==> src/inc/srs_pkg.sv <==
// Purpose: constants for the supply reset supervisor with watchdog
// Assumes: 200 MHz system clock, analogue comparators outside
// Notes: long counts are top-level parameters so sims can shorten them
//
// What this block does
// - Assert reset while supply is low; both resets only without the watchdog
// - Hold reset 200 ms after supply recovers
// - Low forced reset pin starts manual reset
// - Toggle edges restart watchdog; 1.6 s timeout resets
// - Low flag follows auxiliary sense comparator
// - Block memory writes while supply is low
// - Watchdog variant drives only active-low reset
package srs_pkg;
  localparam longint CLK_HZ = 200000000;
  localparam longint RST_HOLD_MS = 200;
  localparam longint RST_HOLD_CYC = RST_HOLD_MS * CLK_HZ / 1000;
  localparam longint WDOG_TOUT_MS = 1600;
  localparam longint WDOG_TOUT_CYC = WDOG_TOUT_MS * CLK_HZ / 1000;
  localparam int CNT_W = 32;
  localparam int SYNC_STAGES = 2;
  localparam logic RST_ACTIVE_LOW = 1'b0;
  localparam logic RST_ACTIVE_HIGH = 1'b1;
endpackage

==> src/hw/srs_supervisor.sv <==
// Purpose: reset supervisor, watchdog, low-voltage flag, write inhibit
// Assumes: supply and sense comparators give digital levels
// Notes: reset pins are open drain; oe high means pulling
`timescale 1ns/1ps
module srs_supervisor #(
  parameter logic HAS_WATCHDOG = 1'b1,
  parameter longint HOLD_CYC = srs_pkg::RST_HOLD_CYC,
  parameter longint WDOG_CYC = srs_pkg::WDOG_TOUT_CYC
) (
  input wire logic clk,
  input wire logic rst_n,
  input wire logic supplyOk,
  input wire logic senseAboveRef,
  input wire logic watchdog_toggle_in,
  input wire logic resetLowPinIn,
  output logic resetLowPinOut,
  output logic resetLowPinOe,
  output logic resetHighPinOut,
  output logic resetHighPinOe,
  output logic lowFlagOut,
  output logic lowFlagOe,
  output logic writeInhibit
);
  // ----------------------------------------
  // Input synchronisers
  // ----------------------------------------
  logic supplyOkSync;
  logic senseSync;
  logic toggleSync;
  logic resetPinSync;

  srs_sync #(.RESET_VAL(1'b0)) uSupply (
    .clk(clk), .rst_n(rst_n), .asyncIn(supplyOk), .syncOut(supplyOkSync));
  srs_sync #(.RESET_VAL(1'b0)) uSense (
    .clk(clk), .rst_n(rst_n), .asyncIn(senseAboveRef),
    .syncOut(senseSync));
  srs_sync #(.RESET_VAL(1'b0)) uToggle (
    .clk(clk), .rst_n(rst_n), .asyncIn(watchdog_toggle_in),
    .syncOut(toggleSync));
  srs_sync #(.RESET_VAL(1'b1)) uResetPin (
    .clk(clk), .rst_n(rst_n), .asyncIn(resetLowPinIn),
    .syncOut(resetPinSync));

  // ----------------------------------------
  // State
  // ----------------------------------------
  typedef enum logic [1:0] {
    ST_RESET,
    ST_HOLD,
    ST_RUN
  } srs_phase_t;

  typedef struct packed {
    srs_phase_t phase;
    logic [srs_pkg::CNT_W-1:0] holdCnt;
    logic [srs_pkg::CNT_W-1:0] wdogCnt;
    logic toggleLast;
    logic resetAct;
    logic lowFlagAct;
    logic inhibit;
    logic [1:0] pinSettle;
  } srs_state_t;

  srs_state_t state_reg;
  srs_state_t state_next;

  localparam logic [srs_pkg::CNT_W-1:0] HOLD_LAST =
    srs_pkg::CNT_W'(HOLD_CYC - 1);
  localparam logic [srs_pkg::CNT_W-1:0] WDOG_LAST =
    srs_pkg::CNT_W'(WDOG_CYC - 1);
  localparam logic [1:0] PIN_SETTLE = 2'(srs_pkg::SYNC_STAGES);

  // Own drive of the reset pin is masked so it is not seen as manual
  // Synced pin lags release by two edges, so wait that out first
  logic manualReset;
  assign manualReset = !resetPinSync && !state_reg.resetAct &&
    (state_reg.pinSettle == '0);

  always_comb begin
    state_next = state_reg;
    state_next.toggleLast = toggleSync;
    state_next.lowFlagAct = !senseSync;
    state_next.inhibit = !supplyOkSync;
    case (state_reg.phase)
      ST_RESET: begin
        state_next.resetAct = 1'b1;
        state_next.pinSettle = PIN_SETTLE;
        state_next.holdCnt = '0;
        state_next.wdogCnt = '0;
        if (supplyOkSync) begin
          state_next.phase = ST_HOLD;
        end
      end
      ST_HOLD: begin
        state_next.resetAct = 1'b1;
        state_next.pinSettle = PIN_SETTLE;
        state_next.wdogCnt = '0;
        if (!supplyOkSync) begin
          state_next.phase = ST_RESET;
        end else if (state_reg.holdCnt == HOLD_LAST) begin
          state_next.phase = ST_RUN;
          state_next.resetAct = 1'b0;
          state_next.holdCnt = '0;
        end else begin
          state_next.holdCnt = state_reg.holdCnt + 1'b1;
        end
      end
      ST_RUN: begin
        state_next.resetAct = 1'b0;
        if (state_reg.pinSettle != '0) begin
          state_next.pinSettle = state_reg.pinSettle - 2'h1;
        end
        if (!supplyOkSync) begin
          state_next.phase = ST_RESET;
          state_next.resetAct = 1'b1;
          state_next.wdogCnt = '0;
        end else if (manualReset) begin
          state_next.phase = ST_HOLD;
          state_next.resetAct = 1'b1;
          state_next.holdCnt = '0;
          state_next.wdogCnt = '0;
        end else if (HAS_WATCHDOG) begin
          if (toggleSync != state_reg.toggleLast) begin
            state_next.wdogCnt = '0;
          end else if (state_reg.wdogCnt == WDOG_LAST) begin
            state_next.phase = ST_HOLD;
            state_next.resetAct = 1'b1;
            state_next.holdCnt = '0;
            state_next.wdogCnt = '0;
          end else begin
            state_next.wdogCnt = state_reg.wdogCnt + 1'b1;
          end
        end
      end
      default: begin
        state_next.phase = ST_RESET;
        state_next.resetAct = 1'b1;
      end
    endcase
  end

  always_ff @(posedge clk or negedge rst_n) begin
    if (!rst_n) begin
      state_reg.phase <= ST_RESET;
      state_reg.holdCnt <= '0;
      state_reg.wdogCnt <= '0;
      state_reg.toggleLast <= 1'b0;
      state_reg.resetAct <= 1'b1;
      state_reg.lowFlagAct <= 1'b1;
      state_reg.inhibit <= 1'b1;
      state_reg.pinSettle <= PIN_SETTLE;
    end else begin
      state_reg <= state_next;
    end
  end

  // ----------------------------------------
  // Pins
  // ----------------------------------------
  assign resetLowPinOut = srs_pkg::RST_ACTIVE_LOW;
  assign resetLowPinOe = state_reg.resetAct;
  assign resetHighPinOut = srs_pkg::RST_ACTIVE_HIGH;
  // Watchdog part leaves the high reset undriven
  assign resetHighPinOe = state_reg.resetAct && !HAS_WATCHDOG;
  assign lowFlagOut = 1'b0;
  assign lowFlagOe = state_reg.lowFlagAct;
  assign writeInhibit = state_reg.inhibit;
endmodule // srs_supervisor

==> src/hw/srs_sync.sv <==
// Purpose: two-flop synchroniser for one asynchronous level
// Assumes: input is a slow level from a pin or comparator
// Notes: first flop feeds only the second
`timescale 1ns/1ps
module srs_sync #(
  parameter logic RESET_VAL = 1'b0
) (
  input wire logic clk,
  input wire logic rst_n,
  input wire logic asyncIn,
  output logic syncOut
);
  typedef struct packed {
    logic meta;
    logic stable;
  } srs_sync_t;

  srs_sync_t state_reg;
  srs_sync_t state_next;

  always_comb begin
    state_next.meta = asyncIn;
    state_next.stable = state_reg.meta;
  end

  always_ff @(posedge clk or negedge rst_n) begin
    if (!rst_n) begin
      state_reg <= {RESET_VAL, RESET_VAL};
    end else begin
      state_reg <= state_next;
    end
  end

  assign syncOut = state_reg.stable;
endmodule // srs_sync

==> config.mk <==
export PLATFORM = sky130hd
export DESIGN_NAME = srs_supervisor
export DESIGN_NICKNAME = d
export VERILOG_FILES = /design/src/inc/srs_pkg.sv /design/src/hw/srs_supervisor.sv /design/src/hw/srs_sync.sv
export SDC_FILE = /design/constraint.sdc
export NUM_CORES = 1
export LEC_CHECK = 0
export ABC_AREA = 1
export BUFFER_PORTS_ARGS = -buffer_cell sky130_fd_sc_hd__buf_2
export CAP_MARGIN = 30
export CORE_ASPECT_RATIO = 0.6
export CORE_UTILIZATION = 47
export DETAILED_ROUTE_END_ITERATION = 8
export GPL_TIMING_DRIVEN = 0
export SLEW_MARGIN = 20
export SYNTH_ARGS = -nofsm -noshare
export SYNTH_HDL_FRONTEND = slang
export SYNTH_SLANG_ARGS = --single-unit
==> constraint.sdc <==
create_clock -name clk -period 2.5 [get_ports clk]
set_clock_uncertainty 0.15 [all_clocks]
set_input_delay 0.5 -clock clk [delete_from_list [all_inputs] [get_ports clk]]
set_output_delay 0.5 -clock clk [all_outputs]
set_load 0.02 [all_outputs]
== Yosys cells after proc, flatten, opt, wreduce, memory -nomap -nowiden ==
Cells that the tools add are included.
Word-level totals
  bits in registers: 80
  logic and storage cells: 72
  output and inout port bits: 7
  input port bits: 6
Cells by class
  add/subtract/negate cells: 3
  reduce and logical (&&, ||, !) cells: 15
  equal/unequal tests: 14
  mux-type cells: 24
Operators by type and width (count)
  two-way mux 32 bit: 6
  case mux 64 bit (3 select lines): 1
  two-way mux 34 bit: 2
  two-way mux 66 bit: 1
  adder 32 x 1 -> 32 bit (second input constant): 2
  == test 32 x 26 -> 1 bit (second input constant): 1
  == test 32 x 29 -> 1 bit (second input constant): 1
  two-way mux 2 bit: 5
  inequality test 3 bit (second input constant): 3
  inequality test 4 bit (second input constant): 2
  two-way mux 1 bit: 6
  inequality test 2 x 1 -> 1 bit (second input constant): 3
  case mux 2 bit (3 select lines): 1
  AND reduction 5 bit: 1
  zero test 1 bit: 4
  zero test 2 bit: 2
  case mux 2 bit (2 select lines): 1
  AND reduction 4 bit: 1
  nonzero test 2 bit: 2
  nonzero test 3 bit: 1
  == test 2 x 1 -> 1 bit (second input constant): 1
  == test 2 bit (second input constant): 1
  logical AND 1 bit: 2
  inequality test 2 bit (second input constant): 1
  5 further kinds: 5

== Depth between registers and ports, before layout ==
  word-level depth: 6
  gate-level depth with buffers: 13

== Cells and area by module ==
Synthesis repeated with hierarchy kept, for this count alone.
Unflattened totals
  cells, all modules: 845
  area total of the unflattened synthesis: 5481.5 um^2
Modules (own cells, without submodules)
  srs_supervisor: area each 5278.8 um^2, instances 1, cells each 837
  srs_sync (uSense ...): area each 50.0 um^2, instances 3, cells each 2
  srs_sync (uResetPin): area each 52.6 um^2, instances 1, cells each 2

== Worst setup path before layout ==
Ideal clock, no wire load.
  path kind: reg2reg
  start point: register state_reg[38] in the netlist's numbering
  end point: register state_reg[60] in the netlist's numbering
  library setup time: 116 ps
  period minus slack after synthesis: 1949 ps
  stages on the path, launching flop included: 12
  path buffers: 1
  arrival: 1683 ps
  path slack: 551 ps
  data required time: 2234 ps
  cells stage by stage: dfrtp_1 ha_1 inv_1 nor2_1 nand2_1 nor2_1 nand2_1 buf_2 nand4_1 nor2_1 nand2_1 nand2_1
On the way
  longest elaborated chain between the ends: 4
  elaborated cells on any way between the ends: 5
Ends and longest elaborated chain
  start: declaration: RTL line srs_supervisor.sv:64  | srs_state_t state_reg;
  start signal: assignment: RTL line srs_supervisor.sv:153  | state_reg <= state_next;
  adder 32 x 1 -> 32 bit or == test 32 x 26 -> 1 bit (tied branches): RTL line srs_supervisor.sv:105, srs_supervisor.sv:100
  two-way mux 32 bit *: RTL line srs_supervisor.sv:100  | end else if (state_reg.holdCnt == HOLD_LAST) begin
  two-way mux 32 bit *: RTL line srs_supervisor.sv:98  | if (!supplyOkSync) begin
  case mux 64 bit (3 select lines) *: RTL line srs_supervisor.sv:84  | case (state_reg.phase)
Mark *: on every way between the ends. The rest lies on a longest branch, timed or not. The select of a mux whose other input is x is not followed.
A chain may end at the register's enable or synchronous reset.

== Worst setup path after layout ==
  start point: register state_reg[7] in the netlist's numbering
  end point: register state_reg[34] in the netlist's numbering
On the way
  longest elaborated chain between the ends: 6
  elaborated cells on any way between the ends: 7
Ends and longest elaborated chain
  adder 32 x 1 -> 32 bit or == test 32 x 29 -> 1 bit (tied branches): RTL line srs_supervisor.sv:131, srs_supervisor.sv:125
  two-way mux 32 bit *: RTL line srs_supervisor.sv:125  | end else if (state_reg.wdogCnt == WDOG_LAST) begin
  two-way mux 32 bit *: RTL line srs_supervisor.sv:123  | if (toggleSync != state_reg.toggleLast) begin
  two-way mux 66 bit *: RTL line srs_supervisor.sv:117  | end else if (manualReset) begin
  two-way mux 32 bit *: RTL line srs_supervisor.sv:113  | if (!supplyOkSync) begin
  case mux 64 bit (3 select lines) *: RTL line srs_supervisor.sv:84
Mark *: on every way between the ends. The rest lies on a longest branch, timed or not.

==> results by group <==
Clocking
  • Clock buffer count from CTS: 9
  • H-tree depth: 3
  • Root Driver: clkbuf_16
  • Clk_lat worst skew: 340 ps
  • CTS tree: yes
  • CTS Sinks: 80
  • Worst-path clk slew: 70 ps
  • CTS Buffer Depth: 2

Power
  • Maximum vdd drop: 0.000503 V
  • PwrDens: 709 mW/mm2
  • Leakage: 2.63 nW

Synth
  • Synth async-reset ratio: 100%
  • YS warnings: 0
  • Syn Inst Count: 832
  • Post-synth EDFFs: 0
  • Synth Flop Type: dfrtp_1
  • Syn avg cell area: 6.46 um2
  • Sequential fraction of the synthesis area: 37.4%
  • Synth Register Bits: 80
  • Yosys cell types: 37
  • Netlist Area Pre-Place: 0.00538 mm2

Timing
  • RSZ-0062 raised after global routing: false
  • Worst-Margin Slew: 650 ps
  • Final setup violation count: 0
  • Hold Fails Final Rpt: 0
  • TNS Setup: 0 ps
  • Final min period: 2440 ps
  • Fmax: 410 MHz
  • Relative slew slack: 56.5%
  • Fin crit share: 97.7%
  • Pins over their slew limit: 0

Layout
  • Most frequent cells in the layout: nand2_1 (310), nor2_1 (126), inv_1 (84), nand3_1 (74), dfrtp_1 (73)
  • ANT cells: 0
  • Fin util: 55.8%
  • Max reg flops: 69
  • Fin area: 0.00606 mm2
  • Leading cell type in the layout, fill and taps excluded: nand2_1
  • Nets: 872
  • Proportion of layout cells with a drive suffix above 1: 8.45%
  • Post-route insts no fill: 1003
  • Area delta synth->final: 12.6%

Floorplan
  • Die area: 0.0119 mm2
  • Core Rows: 29
  • Boundary Pins: 13
  • Die Span Y: 84.9 um
  • Chip Width: 140 um
  • CORE AREA: 0.0108 mm2
  • Initial core utilization: 49.6%

Hold path
  • Hold Crit Class: in2reg

Global routing
  • Routing usage on met2: 33.9%
  • First-pass GRT wire length: 27200 um
  • Total GRT Usage: 30.4%
  • GR Layer Usage met3: 10.6%
  • GR peak layer: met1
  • Largest net degree at the start of global routing: 52
  • Met1 Use GR: 52.0%
  • Gr ovfl total: 0
  • Vias in the first global route: 4812
  • Initial antenna violation count: 0

Placed design
  • Placer Congestion: 0.994
  • HPWL Detailed: 13100 um
  • Cell count after placement: 982
  • Port buffer count: 8
  • Area after DPL: 0.00563 mm2

Critical path
  • Crit-path max FO: 10
  • Startpoint types: register
  • CP Class: reg2reg
  • Worst EP arrival: 2510 ps
  • R2R Setup Slk: 60 ps
  • Req. time, crit path: 2560 ps
  • Critical path endpoint category: register

Drt
  • ANT nets after route: 0
  • Routed wire length: 16800 um
  • Routed vias: 5419
  • Post-detailed-route wirelength per cell: 16.8 um
  • Starting DRC count in detailed routing: 637
  • Initial DRT Pass Iterations: 6
  • Via-per-instance ratio: 5.40
  • DRC errors left: 0

Outcome
  • Run status: completed

Run
  • Max-Cap Viols: 0
-- synth_stat cells, drive strengths merged, types with 4 or more instances --
master | instances | area [um2]
xnor2 | 4 | 35.0
dfstp | 6 | 158
ha | 7 | 87.6
o21ai | 26 | 130
xor2 | 10 | 87.6
nand3b | 5 | 37.5
dfrtp | 74 | 1850
buf | 16 | 125
inv | 87 | 327
clkbuf | 5 | 18.8
nand3 | 75 | 380
o22ai | 5 | 31.3
nand2 | 315 | 1190
nor2 | 132 | 518
nand4 | 16 | 100
or2 | 4 | 25.0
nor3 | 19 | 100
a21oi | 10 | 61.3
o211ai | 5 | 37.5
-- repair_timing --
action | CTS | global route
hold endpoints to repair | 28 | 0
hold buffers | 1 | 0
pin swaps | 0 | 1
gates cloned | 0 | 0
resized for setup | 5 | 4
endpoints found under the setup margin | 28 | 22
setup buffers | 0 | 4
-- path summary, 6_finish.rpt --
kind,from,end,depth (start not counted)
worst max register to register,state_reg[7]$_DFFE_PN0N_,state_reg[34]$_DFFE_PN0N_,11
min in group asynchronous,rst_n,state_reg[42]$_DFFE_PN0P_,2
worst max-delay path,state_reg[7]$_DFFE_PN0N_,state_reg[34]$_DFFE_PN0N_,11
worst min-delay path,resetLowPinIn,uResetPin.state_next[0]$_DFF_PN1_,1
max in group asynchronous,rst_n,state_reg[1]$_DFFE_PN1P_,3
worst min register to register,uSense.syncOut$_DFF_PN0_,lowFlagOe$_DFF_PN1_,1
-- final cells by class --
class                   count  area (um2)
repair buffers             14         110
flip-flops and latches     80        2010
well taps                 139         174
clock inverters             6         115
fillers                  1060        4790
inverters                  87         327
clock buffers              10         239
plain buffers              21         146
multi-input cells         646        2930
-- power breakdown --
part / internal, mW / switching, mW
Combinational: 0.347 / 0.953
Clock: 1.01 / 0.569
Sequential: 1.36 / 0.0517
Total: 2.72 / 1.57
-- stage by stage --
step                hold slack [ps]  setup WS, ps  power (mW)
CTS                            96.7          30.4        4.26
detailed placement              186          -342        2.67
finish                          103          58.1        4.29
global placement                182          -346        2.65
global route                   94.7          1.30        4.49
floorplan                      54.4           551        2.25
-- cells by family (layout without fill, tap and decap cells) --
kind of cell	after synthesis	count (layout)	share of synthesized area, %
AND/OR/NAND/NOR	570	570	44.3
buffers and inverters	108	138	8.75
flip-flops	80	80	37.4
AO/OA/AOI/OAI	51	51	5.51
XOR/XNOR	14	14	2.28
adder cells (fa/ha/maj)	7	7	1.63
other	2	4	0.140
-- metal layers --
| metal | wire length (um) | part of all wire (%) | vias to the layer above |
|---|---|---|---|
| li1 | - | - | 2664 |
| met4 | 136 | 0.81 | 0 |
| met1 | 9070 | 54 | 2481 |
| met3 | 2170 | 13 | 15 |
| met2 | 5450 | 32 | 259 |
| met5 | 0 | 0 | - |
-- critical path, stage by stage, from the launching register on --
cell and delay, ps:
dfrtp_1 410, ha_1 250, nand3_2 160, inv_2 90, nand2_2 70, nor2_2 210
nand2_1 100, nand3_1 260, nor2_4 120, buf_4 210, o211ai_1 170, nand2_1 90
Power figures use the tool's default switching activity.
